File: src/shared/swcg_pkg.sv
// Purpose: constants for the supply warning and clock gating register bank
// Assumes: 8-bit registers on a plain strobe port
// Notes: offsets are register indices on the local port
package swcg_pkg;
    localparam int unsigned ADDR_W = 2;
    localparam int unsigned DATA_W = 8;
    localparam logic [1:0] OFF_WARN = 2'h0;
    localparam logic [1:0] OFF_GATE1 = 2'h1;
    localparam logic [1:0] OFF_GATE2 = 2'h2;
    // warning register fields
    localparam int unsigned BIT_FLAG = 7;
    localparam int unsigned BIT_ACK = 6;
    localparam int unsigned BIT_DET_SEL = 5;
    localparam int unsigned BIT_WARN_SEL = 4;
    localparam int unsigned BIT_IRQ_EN = 3;
    // first gate register fields
    localparam int unsigned BIT_TIMER3 = 7;
    localparam int unsigned BIT_TIMER2 = 6;
    localparam int unsigned BIT_TIMER1 = 5;
    localparam int unsigned BIT_ADC = 4;
    localparam int unsigned BIT_TWO_WIRE = 2;
    localparam int unsigned BIT_SERIAL2 = 1;
    localparam int unsigned BIT_SERIAL1 = 0;
    // second gate register fields
    localparam int unsigned BIT_DEBUG = 7;
    localparam int unsigned BIT_FLASH = 6;
    localparam int unsigned BIT_EXT_IRQ = 5;
    localparam int unsigned BIT_KEYBOARD = 4;
    localparam int unsigned BIT_COMPARATOR = 3;
    localparam int unsigned BIT_RTC = 2;
    localparam int unsigned BIT_SPI = 0;
    // write masks and reset values
    localparam logic [7:0] GATE1_MASK = 8'hf7;
    localparam logic [7:0] GATE2_MASK = 8'hfd;
    localparam logic [7:0] GATE1_RESET = 8'hf7;
    localparam logic [7:0] GATE2_RESET = 8'hfd;
    localparam logic [7:0] READ_NONE = 8'h00;
endpackage : swcg_pkg

File: src/logic/swcg_sync.sv
// Purpose: two-flop synchroniser for asynchronous levels
// Assumes: one clock, clock enable freezes the chain
// Notes: first stage is read only by the second
`timescale 1ns/100ps
module swcg_sync #(
    parameter int unsigned WIDTH = 1
) (
    input wire logic clock,
    input wire logic rst_b,
    input wire logic clk_en,
    input wire logic [WIDTH-1:0] async_in,
    output logic [WIDTH-1:0] sync_out
);
    logic [WIDTH-1:0] meta_q;

    always_ff @(posedge clock or negedge rst_b) begin
        if (!rst_b) begin
            meta_q <= '0;
            sync_out <= '0;
        end else if (clk_en) begin
            meta_q <= async_in;
            sync_out <= meta_q;
        end
    end
endmodule : swcg_sync

File: src/logic/swcg_regs.sv
// Purpose: supply warning status/control and peripheral bus clock gate registers
// Assumes: trip indications arrive as digital levels from analog comparators
// Notes: por_b clears the trip selects; rst_b clears the rest but loads GATE1_RESET and GATE2_RESET into the gate registers
//
// The implementer's own choices: the register addresses and the strobed register port.
`timescale 1ns/100ps
module swcg_regs (
    input wire logic clock,
    input wire logic rst_b,
    input wire logic por_b,
    input wire logic clk_en,
    input wire logic [1:0] addr,
    input wire logic [7:0] wdata,
    input wire logic wr_stb,
    input wire logic rd_stb,
    output logic [7:0] rdata,
    input wire logic below_warning_low,
    input wire logic below_warning_high,
    output logic detect_trip_select,
    output logic warning_trip_select,
    output logic supply_warning_irq,
    output logic timer_unit_one_clk_en,
    output logic timer_unit_two_clk_en,
    output logic timer_unit_three_clk_en,
    output logic adc_clk_en,
    output logic two_wire_bus_module_clk_en,
    output logic async_serial_one_clk_en,
    output logic async_serial_two_clk_en,
    output logic debug_module_clk_en,
    output logic flash_register_gate_clk_en,
    output logic external_irq_clk_en,
    output logic keyboard_interrupt_module_clk_en,
    output logic analog_comparator_clk_en,
    output logic rtc_bus_clk_en,
    output logic spi_clk_en
);
    logic rst_meta_q;
    logic rst_sync_q;
    logic por_meta_q;
    logic por_sync_q;
    logic [1:0] trip_sync;
    logic warn_low_sync;
    logic warn_high_sync;
    logic flag_q;
    logic flag_d;
    logic flag_set;
    logic flag_hold;
    logic irq_en_q;
    logic irq_en_d;
    logic det_sel_q;
    logic det_sel_d;
    logic warn_sel_q;
    logic warn_sel_d;
    logic sel_wr_ok;
    logic [7:0] gate1_q;
    logic [7:0] gate1_d;
    logic [7:0] gate1_wr;
    logic [7:0] gate2_q;
    logic [7:0] gate2_d;
    logic [7:0] gate2_wr;
    logic [7:0] gate1_view;
    logic [7:0] gate2_view;
    logic [7:0] rdata_q;
    logic [7:0] rdata_d;
    logic warn_present;
    logic bus_live;
    logic wr_warn;
    logic wr_gate1;
    logic wr_gate2;
    logic rd_live;
    logic wr_ack_bit;
    logic wr_det_bit;
    logic wr_warn_bit;
    logic wr_irq_bit;
    logic ack_clear;
    logic [7:0] warn_view;

    // reset release through two flops
    always_ff @(posedge clock or negedge rst_b) begin
        if (!rst_b) begin
            rst_meta_q <= 1'b0;
            rst_sync_q <= 1'b0;
        end else begin
            rst_meta_q <= 1'b1;
            rst_sync_q <= rst_meta_q;
        end
    end

    always_ff @(posedge clock or negedge por_b) begin
        if (!por_b) begin
            por_meta_q <= 1'b0;
            por_sync_q <= 1'b0;
        end else begin
            por_meta_q <= 1'b1;
            por_sync_q <= por_meta_q;
        end
    end

    // comparator trip levels from the analog side
    swcg_sync #(
        .WIDTH(2)
    ) u_trip_sync (
        .clock(clock),
        .rst_b(rst_sync_q),
        .clk_en(clk_en),
        .async_in({below_warning_high, below_warning_low}),
        .sync_out(trip_sync)
    );

    // name the synchronised trip levels
    assign warn_low_sync = trip_sync[0];
    assign warn_high_sync = trip_sync[1];

    // selected warning threshold
    assign warn_present = warn_sel_q ? warn_high_sync : warn_low_sync;

    // bus qualifiers; no write lands before the reset sync completes
    assign bus_live = clk_en && rst_sync_q;
    assign wr_warn = bus_live && wr_stb && (addr == swcg_pkg::OFF_WARN);
    assign wr_gate1 = bus_live && wr_stb && (addr == swcg_pkg::OFF_GATE1);
    assign wr_gate2 = bus_live && wr_stb && (addr == swcg_pkg::OFF_GATE2);
    assign rd_live = clk_en && rd_stb;

    // write data fields of the warning register
    assign wr_ack_bit = wdata[swcg_pkg::BIT_ACK];
    assign wr_det_bit = wdata[swcg_pkg::BIT_DET_SEL];
    assign wr_warn_bit = wdata[swcg_pkg::BIT_WARN_SEL];
    assign wr_irq_bit = wdata[swcg_pkg::BIT_IRQ_EN];

    // ack only takes effect with the warning gone
    assign ack_clear = wr_warn && wr_ack_bit && !warn_present;

    // set wins over ack in the same cycle
    assign flag_set = warn_present;
    assign flag_hold = flag_q && !ack_clear;
    assign flag_d = flag_set || flag_hold;

    // next values of the control bits
    assign irq_en_d = wr_warn ? wr_irq_bit : irq_en_q;
    assign sel_wr_ok = wr_warn && por_sync_q;
    assign det_sel_d = sel_wr_ok ? wr_det_bit : det_sel_q;
    assign warn_sel_d = sel_wr_ok ? wr_warn_bit : warn_sel_q;

    // first gate write value; bit 3 stays zero
    always_comb begin
        gate1_wr = swcg_pkg::READ_NONE;
        gate1_wr[swcg_pkg::BIT_TIMER3] = wdata[swcg_pkg::BIT_TIMER3];
        gate1_wr[swcg_pkg::BIT_TIMER2] = wdata[swcg_pkg::BIT_TIMER2];
        gate1_wr[swcg_pkg::BIT_TIMER1] = wdata[swcg_pkg::BIT_TIMER1];
        gate1_wr[swcg_pkg::BIT_ADC] = wdata[swcg_pkg::BIT_ADC];
        gate1_wr[swcg_pkg::BIT_TWO_WIRE] = wdata[swcg_pkg::BIT_TWO_WIRE];
        gate1_wr[swcg_pkg::BIT_SERIAL2] = wdata[swcg_pkg::BIT_SERIAL2];
        gate1_wr[swcg_pkg::BIT_SERIAL1] = wdata[swcg_pkg::BIT_SERIAL1];
    end

    // second gate write value; bit 1 stays zero
    always_comb begin
        gate2_wr = swcg_pkg::READ_NONE;
        gate2_wr[swcg_pkg::BIT_DEBUG] = wdata[swcg_pkg::BIT_DEBUG];
        gate2_wr[swcg_pkg::BIT_FLASH] = wdata[swcg_pkg::BIT_FLASH];
        gate2_wr[swcg_pkg::BIT_EXT_IRQ] = wdata[swcg_pkg::BIT_EXT_IRQ];
        gate2_wr[swcg_pkg::BIT_KEYBOARD] = wdata[swcg_pkg::BIT_KEYBOARD];
        gate2_wr[swcg_pkg::BIT_COMPARATOR] = wdata[swcg_pkg::BIT_COMPARATOR];
        gate2_wr[swcg_pkg::BIT_RTC] = wdata[swcg_pkg::BIT_RTC];
        gate2_wr[swcg_pkg::BIT_SPI] = wdata[swcg_pkg::BIT_SPI];
    end

    // gate next values
    assign gate1_d = wr_gate1 ? gate1_wr : gate1_q;
    assign gate2_d = wr_gate2 ? gate2_wr : gate2_q;

    // warning flag
    always_ff @(posedge clock or negedge rst_b) begin
        if (!rst_b) begin
            flag_q <= 1'b0;
        end else if (!rst_sync_q) begin
            flag_q <= 1'b0;
        end else if (clk_en) begin
            flag_q <= flag_d;
        end
    end

    // interrupt enable clears on rst_b; por_b alone leaves it
    always_ff @(posedge clock or negedge rst_b) begin
        if (!rst_b) begin
            irq_en_q <= 1'b0;
        end else if (!rst_sync_q) begin
            irq_en_q <= 1'b0;
        end else begin
            irq_en_q <= irq_en_d;
        end
    end

    // detect select survives ordinary resets, cleared only by power-on
    always_ff @(posedge clock or negedge por_b) begin
        if (!por_b) begin
            det_sel_q <= 1'b0;
        end else begin
            det_sel_q <= det_sel_d;
        end
    end

    // warning select likewise
    always_ff @(posedge clock or negedge por_b) begin
        if (!por_b) begin
            warn_sel_q <= 1'b0;
        end else begin
            warn_sel_q <= warn_sel_d;
        end
    end

    // first gate register
    always_ff @(posedge clock or negedge rst_b) begin
        if (!rst_b) begin
            gate1_q <= swcg_pkg::GATE1_RESET;
        end else if (!rst_sync_q) begin
            gate1_q <= swcg_pkg::GATE1_RESET;
        end else begin
            gate1_q <= gate1_d;
        end
    end

    // second gate register
    always_ff @(posedge clock or negedge rst_b) begin
        if (!rst_b) begin
            gate2_q <= swcg_pkg::GATE2_RESET;
        end else if (!rst_sync_q) begin
            gate2_q <= swcg_pkg::GATE2_RESET;
        end else begin
            gate2_q <= gate2_d;
        end
    end

    // read view; ack and low bits read zero
    always_comb begin
        warn_view = swcg_pkg::READ_NONE;
        warn_view[swcg_pkg::BIT_FLAG] = flag_q;
        warn_view[swcg_pkg::BIT_DET_SEL] = det_sel_q;
        warn_view[swcg_pkg::BIT_WARN_SEL] = warn_sel_q;
        warn_view[swcg_pkg::BIT_IRQ_EN] = irq_en_q;
    end

    // first gate read view; bit 3 reads zero
    always_comb begin
        gate1_view = swcg_pkg::READ_NONE;
        gate1_view[swcg_pkg::BIT_TIMER3] = gate1_q[swcg_pkg::BIT_TIMER3];
        gate1_view[swcg_pkg::BIT_TIMER2] = gate1_q[swcg_pkg::BIT_TIMER2];
        gate1_view[swcg_pkg::BIT_TIMER1] = gate1_q[swcg_pkg::BIT_TIMER1];
        gate1_view[swcg_pkg::BIT_ADC] = gate1_q[swcg_pkg::BIT_ADC];
        gate1_view[swcg_pkg::BIT_TWO_WIRE] = gate1_q[swcg_pkg::BIT_TWO_WIRE];
        gate1_view[swcg_pkg::BIT_SERIAL2] = gate1_q[swcg_pkg::BIT_SERIAL2];
        gate1_view[swcg_pkg::BIT_SERIAL1] = gate1_q[swcg_pkg::BIT_SERIAL1];
    end

    // second gate read view; bit 1 reads zero
    always_comb begin
        gate2_view = swcg_pkg::READ_NONE;
        gate2_view[swcg_pkg::BIT_DEBUG] = gate2_q[swcg_pkg::BIT_DEBUG];
        gate2_view[swcg_pkg::BIT_FLASH] = gate2_q[swcg_pkg::BIT_FLASH];
        gate2_view[swcg_pkg::BIT_EXT_IRQ] = gate2_q[swcg_pkg::BIT_EXT_IRQ];
        gate2_view[swcg_pkg::BIT_KEYBOARD] = gate2_q[swcg_pkg::BIT_KEYBOARD];
        gate2_view[swcg_pkg::BIT_COMPARATOR] = gate2_q[swcg_pkg::BIT_COMPARATOR];
        gate2_view[swcg_pkg::BIT_RTC] = gate2_q[swcg_pkg::BIT_RTC];
        gate2_view[swcg_pkg::BIT_SPI] = gate2_q[swcg_pkg::BIT_SPI];
    end

    // read select
    always_comb begin
        case (addr)
            swcg_pkg::OFF_WARN: begin
                rdata_d = warn_view;
            end
            swcg_pkg::OFF_GATE1: begin
                rdata_d = gate1_view;
            end
            swcg_pkg::OFF_GATE2: begin
                rdata_d = gate2_view;
            end
            default: begin
                rdata_d = swcg_pkg::READ_NONE;
            end
        endcase
    end

    // read data valid from the cycle after the strobe until the next clock with clk_en high
    always_ff @(posedge clock or negedge rst_b) begin
        if (!rst_b) begin
            rdata_q <= swcg_pkg::READ_NONE;
        end else if (rd_live) begin
            rdata_q <= rdata_d;
        end else if (clk_en) begin
            rdata_q <= swcg_pkg::READ_NONE;
        end
    end

    assign rdata = rdata_q;

    // warning side outputs
    assign detect_trip_select = det_sel_q;
    assign warning_trip_select = warn_sel_q;
    assign supply_warning_irq = flag_q && irq_en_q;

    // timer units and converter
    assign timer_unit_three_clk_en = gate1_q[swcg_pkg::BIT_TIMER3];
    assign timer_unit_two_clk_en = gate1_q[swcg_pkg::BIT_TIMER2];
    assign timer_unit_one_clk_en = gate1_q[swcg_pkg::BIT_TIMER1];
    assign adc_clk_en = gate1_q[swcg_pkg::BIT_ADC];

    // two-wire and serial modules
    assign two_wire_bus_module_clk_en = gate1_q[swcg_pkg::BIT_TWO_WIRE];
    assign async_serial_two_clk_en = gate1_q[swcg_pkg::BIT_SERIAL2];
    assign async_serial_one_clk_en = gate1_q[swcg_pkg::BIT_SERIAL1];

    // debug and flash registers
    assign debug_module_clk_en = gate2_q[swcg_pkg::BIT_DEBUG];
    assign flash_register_gate_clk_en = gate2_q[swcg_pkg::BIT_FLASH];

    // pin interrupt, keyboard, comparators, counter and spi
    assign external_irq_clk_en = gate2_q[swcg_pkg::BIT_EXT_IRQ];
    assign keyboard_interrupt_module_clk_en = gate2_q[swcg_pkg::BIT_KEYBOARD];
    assign analog_comparator_clk_en = gate2_q[swcg_pkg::BIT_COMPARATOR];
    assign rtc_bus_clk_en = gate2_q[swcg_pkg::BIT_RTC];
    assign spi_clk_en = gate2_q[swcg_pkg::BIT_SPI];
endmodule : swcg_regs

File: config.mk
export PLATFORM = sky130hd
export DESIGN_NAME = swcg_regs
export DESIGN_NICKNAME = d
export VERILOG_FILES = /design/src/shared/swcg_pkg.sv /design/src/logic/swcg_sync.sv /design/src/logic/swcg_regs.sv
export SDC_FILE = /design/constraint.sdc
export NUM_CORES = 1
export LEC_CHECK = 0
export BUFFER_PORTS_ARGS = -buffer_cell sky130_fd_sc_hd__buf_4
export CORE_MARGIN = 3
export CORE_UTILIZATION = 55
export DETAILED_ROUTE_END_ITERATION = 10
export GPL_TIMING_DRIVEN = 1
export PLACE_DENSITY = 0.83
export REMOVE_ABC_BUFFERS = 1
export SETUP_SLACK_MARGIN = 0.1
export SKIP_LAST_GASP = 1
export SLEW_MARGIN = 20
export SYNTH_ARGS = -nofsm -noshare
export SYNTH_HDL_FRONTEND = slang
export SYNTH_HIERARCHICAL = 1
export SYNTH_SLANG_ARGS = --single-unit
File: constraint.sdc
create_clock -name clock -period 1.2 [get_ports clock]
set_clock_uncertainty 0.15 [all_clocks]
set_input_delay 0 -clock clock [delete_from_list [all_inputs] [get_ports clock]]
set_output_delay 0 -clock clock [all_outputs]
set_load 0.03 [all_outputs]
==> Implementation_results.wiki, run 1 <==
{| class="wikitable"
! Metric !! Value
|-
| Worst endpoint kind after the last repair || register data pin
|-
| Error that stopped the run || [ERROR DPL-0038] Utilization greater than 100%, impossible to legalize
|-
| Total number of yosys warnings || 6
|-
| Post-synth EDFFs || 0
|-
| Starting density of the core || 60.4%
|-
| Ys flop type || dfrtp_1
|-
| Register bit total from synthesis || 34
|-
| Stage where the flow stopped || global routing (5_1_grt)
|-
| Htree depth || 2
|-
| Top-Level Pins || 43
|-
| Ys async rst share || 100%
|-
| Port Buf Inserts || 42
|-
| Width of the die || 59.1 µm
|-
| Post-synth top area cell || dfrtp_1
|-
| Grt repair worst endpoint || warning_trip_select$_DFFE_PN0P_/D
|-
| Cell area after synthesis || 1550 µm²
|-
| Weighted congestion at the end of routability-driven global placement || 0.796
|-
| Maximum buffer depth of the clock tree || 2
|-
| Root buf cell || clkbuf_4
|-
| Standard-cell row count || 18
|-
| Synthesized netlist cell count || 141
|-
| Clock buffer count from CTS || 5
|-
| Synthesized area per cell || 11.0 µm²
|-
| Clock Sinks || 34
|-
| Portion of synthesized cell area occupied by the leading cell type || 32.3%
|-
| Cell total after placement || 217
|-
| Proportion of synthesized chip area in sequential cells || 56.0%
|-
| HPWL reported at the end of detailed placement || 2740 µm
|-
| Synth cell types || 28
|-
| Largest net degree at the start of global routing || 27
|-
| Height of the die || 59.1 µm
|-
| Result of the run || aborted with a tool error
|-
| Top cells by area, synth || dfrtp_1 32%, dfstp_2 24%, o21ai_0 6.1%
|}
==> logic make-up after synthesis <==
family	after synthesis	share of synthesized area [%]
buffers and inverters	13	4.76
other	1	0.242
and+or+nand+nor	39	15.2
DFF	34	56.0
AOI/OAI and AO/OA	44	16.1
muxes	10	7.74
==> timing repair <==
item	4_1_cts
endpoints found under the hold margin	58
endpoints found under the setup margin	39
pin swaps	5
hold buffers	17
resized for setup	25
buffers inserted	13
==> stage by stage <==
stage	setup WS, ns	utilization, %	hold slack, ns	instance area [µm²]
2_1_floorplan	-0.699	-	-0.446	1490
3_3_place_gp	-0.102	75.8	-0.353	1950
3_5_place_dp	-0.163	75.8	-0.350	1950
4_1_cts	-0.160	91.8	-0.0573	2360
==> synthesized netlist by cell type, types with 3 or more instances <==
master,instances
clkbuf_1,6
dfstp_2,14
a22oi_1,3
mux2_2,8
buf_6,3
a221o_1,4
o21ai_0,19
a21oi_1,17
nand2_1,5
nor3_1,16
nor2b_1,4
dfrtp_1,20
==> run 2: changes to the inputs <==
--- a/config.mk
+++ b/config.mk
@@ -7,12 +7,11 @@
 export LEC_CHECK = 0
 export BUFFER_PORTS_ARGS = -buffer_cell sky130_fd_sc_hd__buf_4
 export CORE_MARGIN = 3
-export CORE_UTILIZATION = 55
+export CORE_UTILIZATION = 40
 export DETAILED_ROUTE_END_ITERATION = 10
 export GPL_TIMING_DRIVEN = 1
-export PLACE_DENSITY = 0.83
+export PLACE_DENSITY_LB_ADDON = 0.15
 export REMOVE_ABC_BUFFERS = 1
-export SETUP_SLACK_MARGIN = 0.1
 export SKIP_LAST_GASP = 1
 export SLEW_MARGIN = 20
 export SYNTH_ARGS = -nofsm -noshare
==> run 2 against run 1 <==
The flow now finishes, with violations (setup timing). Synthesized cell count did not move. Area after synthesis did not move.
==> Implementation_results.wiki, run 2 <==
{| class="wikitable"
! Metric !! Value
|-
| Clk_lat worst skew || 0.28 ns
|-
| Ys flop type || dfrtp_1 (unchanged)
|-
| Violated checks || setup timing
|-
| Starting density of the core || 42.1% (was 60.4%)
|-
| Clock-pin slew reported for the worst setup and hold paths after clock tree synthesis || 0.07 ns
|-
| Total area of multi-input combinational cells || 812 µm²
|-
| Maximum clock frequency || 723 MHz
|-
| Result of the run || finished, violations left (was aborted with a tool error)
|-
| Post-synth EDFFs || 0 (unchanged)
|-
| Root buf cell || clkbuf_8 (was clkbuf_4)
|-
| Dominant cell by count in the synthesized netlist || dfrtp_1 (unchanged)
|-
| Power density of the placed cells || 1070 nW/µm²
|-
| Placeable core region || 3690 µm²
|-
| Routed wirelength normalized by instance count || 17.1 µm
|-
| Weighted congestion at the end of routability-driven global placement || 0.805 (was 0.796)
|-
| Overflow left after global routing || 0
|-
| Post-synth top area cell || dfrtp_1 (unchanged)
|-
| Total setup violations reported at the end of the flow || 19
|-
| Total routed wirelength || 4660 µm
|-
| Setup TNS || -1.58 ns
|-
| Top-Level Pins || 43 (unchanged)
|-
| Number of nets in the layout || 242
|-
| Total vias in the final route || 1,443
|-
| Cell total after placement || 240 (was 217)
|-
| Most common cell after layout, fill and taps aside || buf_4
|-
| Largest net degree at the start of global routing || 27
|-
| Synth cell types || 28 (unchanged)
|-
| Period utilization || 115%
|-
| Height of the die || 68.3 µm (was 59.1 µm)
|-
| Vias per std cell || 5.29
|-
| Cell area after synthesis || 1550 µm² (unchanged)
|-
| Number of antenna repair diodes || 0
|-
| ANT nets after route || 0
|-
| Ys async rst share || 100% (unchanged)
|-
| Htree depth || 2 (unchanged)
|-
| Number of DRC markers in iteration 0 || 95
|-
| Total number of yosys warnings || 6 (unchanged)
|-
| Final Hold Violating Endpoints || 0
|-
| Cell area after placement || 2010 µm² (was 1950 µm²)
|-
| Post-route minimum period || 1.38 ns
|-
| Die area || 4660 µm²
|-
| Hold/Removal Path Class || in -> async
|-
| First-pass iteration count of the detailed router || 4
|-
| Synthesized netlist cell count || 141 (unchanged)
|-
| Clock buffer count from CTS || 5 (unchanged)
|-
| Max-cap viol count || 0
|-
| Top library cells by usage in the layout, fill and taps aside || 60 x buf_4, 20 x dfrtp_1, 16 x dlygate4sd3_1, 14 x dfstp_2, 12 x o21ai_1
|-
| Proportion of synthesized chip area in sequential cells || 56.0% (unchanged)
|-
| Portion of synthesized cell area occupied by the leading cell type || 32.3% (unchanged)
|-
| Final instance count without filler cells || 273
|-
| Via count of the first global-routing pass || 1,426
|-
| Register area || 868 µm²
|-
| Synthesized area per cell || 11.0 µm² (unchanged)
|-
| Startpoint-to-endpoint class of the critical path || reg -> reg
|-
| Max reg flops || 8
|-
| PnR worst setup slack || -0.183 ns
|-
| Commonest cells in the synthesized netlist || 20 x dfrtp_1, 19 x o21ai_0, 17 x a21oi_1, 16 x nor3_1, 14 x dfstp_2 (unchanged)
|-
| Non-Filler Cell Area, Final || 2570 µm²
|-
| Layout fillers || 286
|-
| HPWL reported at the end of detailed placement || 2970 µm (was 2740 µm)
|-
| Data arrival time of the critical path || 1.39 ns
|-
| Capturing element type of the critical path || flip-flop
|-
| Share of post-route cells with drive strength above 1 || 59.1%
|-
| Setup repair after global routing missed its margin || yes
|-
| TritonCTS clock tree || yes
|-
| Required time of the critical path || 1.21 ns
|-
| Antenna violations before repair || 0
|-
| Leak Pwr || 1.13 nW
|-
| Standard-cell row count || 22 (was 18)
|-
| Layout overhead on the synthesized area || 66.0%
|-
| Clock Sinks || 34 (unchanged)
|-
| Top cells by area, synth || dfrtp_1 32%, dfstp_2 24%, o21ai_0 6.1% (unchanged)
|-
| Maximum buffer depth of the clock tree || 2 (unchanged)
|-
| Register bit total from synthesis || 34 (unchanged)
|-
| Port Buf Inserts || 42 (unchanged)
|-
| First-pass GRT wire length || 6760 µm
|-
| Overall Power || 0.00276 W
|-
| Critical path peak fanout || 3
|-
| Post-detailed-route DRC marker count || 0
|-
| Peak supply drop || 0.000768 V
|-
| Worst setup SP type || flip-flop
|-
| Fin. max-slew vios || 0
|-
| Fraction of the core area covered by cells at the end of the flow || 69.8%
|-
| Width of the die || 68.3 µm (was 59.1 µm)
|-
| Total routing resource utilization after global routing || 19.6%
|}
## run 2: worst paths after layout
check | start | endpoint | slack [ns] | depth (start not counted)
worst max-delay path | rst_sync_q | detect_trip_select | -0.18 | 3
worst min-delay path | rst_b | rdata[1] | 0.02 | 2
worst max register to register | rst_sync_q | detect_trip_select | -0.18 | 3
worst min register to register | rst_sync_q | u_trip_sync/meta_q[0] | 0.07 | 1
max in group asynchronous | por_b | warning_trip_select | 0.24 | 3
min in group clock | rd_stb | rdata[5] | 0.05 | 4
## run 2: per-stage QoR
step / hold slack (ns) / setup WS (ns)
floorplan: -0.446 / -0.699
global placement: -0.351 / -0.133
detailed placement: -0.347 / -0.180
CTS: 0.00300 / -0.155
global route: 0.0469 / -0.220
finish: 0.0249 / -0.183
## run 2: layout make-up
| type | instances | share of cell area (%) |
|---|---|---|
| clock buffers | 7 | 3.35 |
| clock inverters | 1 | 0.194 |
| inverters | 2 | 0.292 |
| multi-input cells | 95 | 31.5 |
| flip-flops and latches | 34 | 33.7 |
| well taps | 48 | 2.33 |
| repair buffers | 86 | 28.6 |
## run 2: power by group
part	leakage [nW]	total [W]	switching, W	internal (W)
sequential	0.397	0.00126	0.0000413	0.00122
combinational	0.687	0.000647	0.000332	0.000315
clock	0.0482	0.000847	0.000384	0.000462
total	1.13	0.00276	0.000758	0.00200
## run 2: worst max-delay path: stages (launching register included)
cell     delay [ns]
dfrtp_1        0.38
and4b_1        0.24
and3_4         0.21
mux2_4         0.30
## run 2: timing repair
action	CTS	global route
cloned	0	0
setup buffers	2	7
setup endpoints to repair	20	21
pin swaps	3	20
hold buffers	16	0
resized for setup	7	57
hold endpoints to repair	52	0
## run 2: cell families (layout without fill, tap and decap cells)
logic type / count (synthesis) / count (layout) / share of synthesized area, %
compound gates: 44 / 44 / 16.1
simple gates: 39 / 39 / 15.2
flops: 34 / 34 / 56.0
buf+inv: 13 / 96 / 4.76
mux: 10 / 10 / 7.74
other cells: 1 / 2 / 0.242
## run 2: routing by layer
layer	vias to the layer above	track usage, %	share of wire, %
li1	677	-	-
met1	721	24.4	41
met2	38	34.1	53
met3	7	4.76	4.5
met4	0	4.71	1.2
met5	-	0	0
No activity file was read; power rests on OpenSTA's default activity.
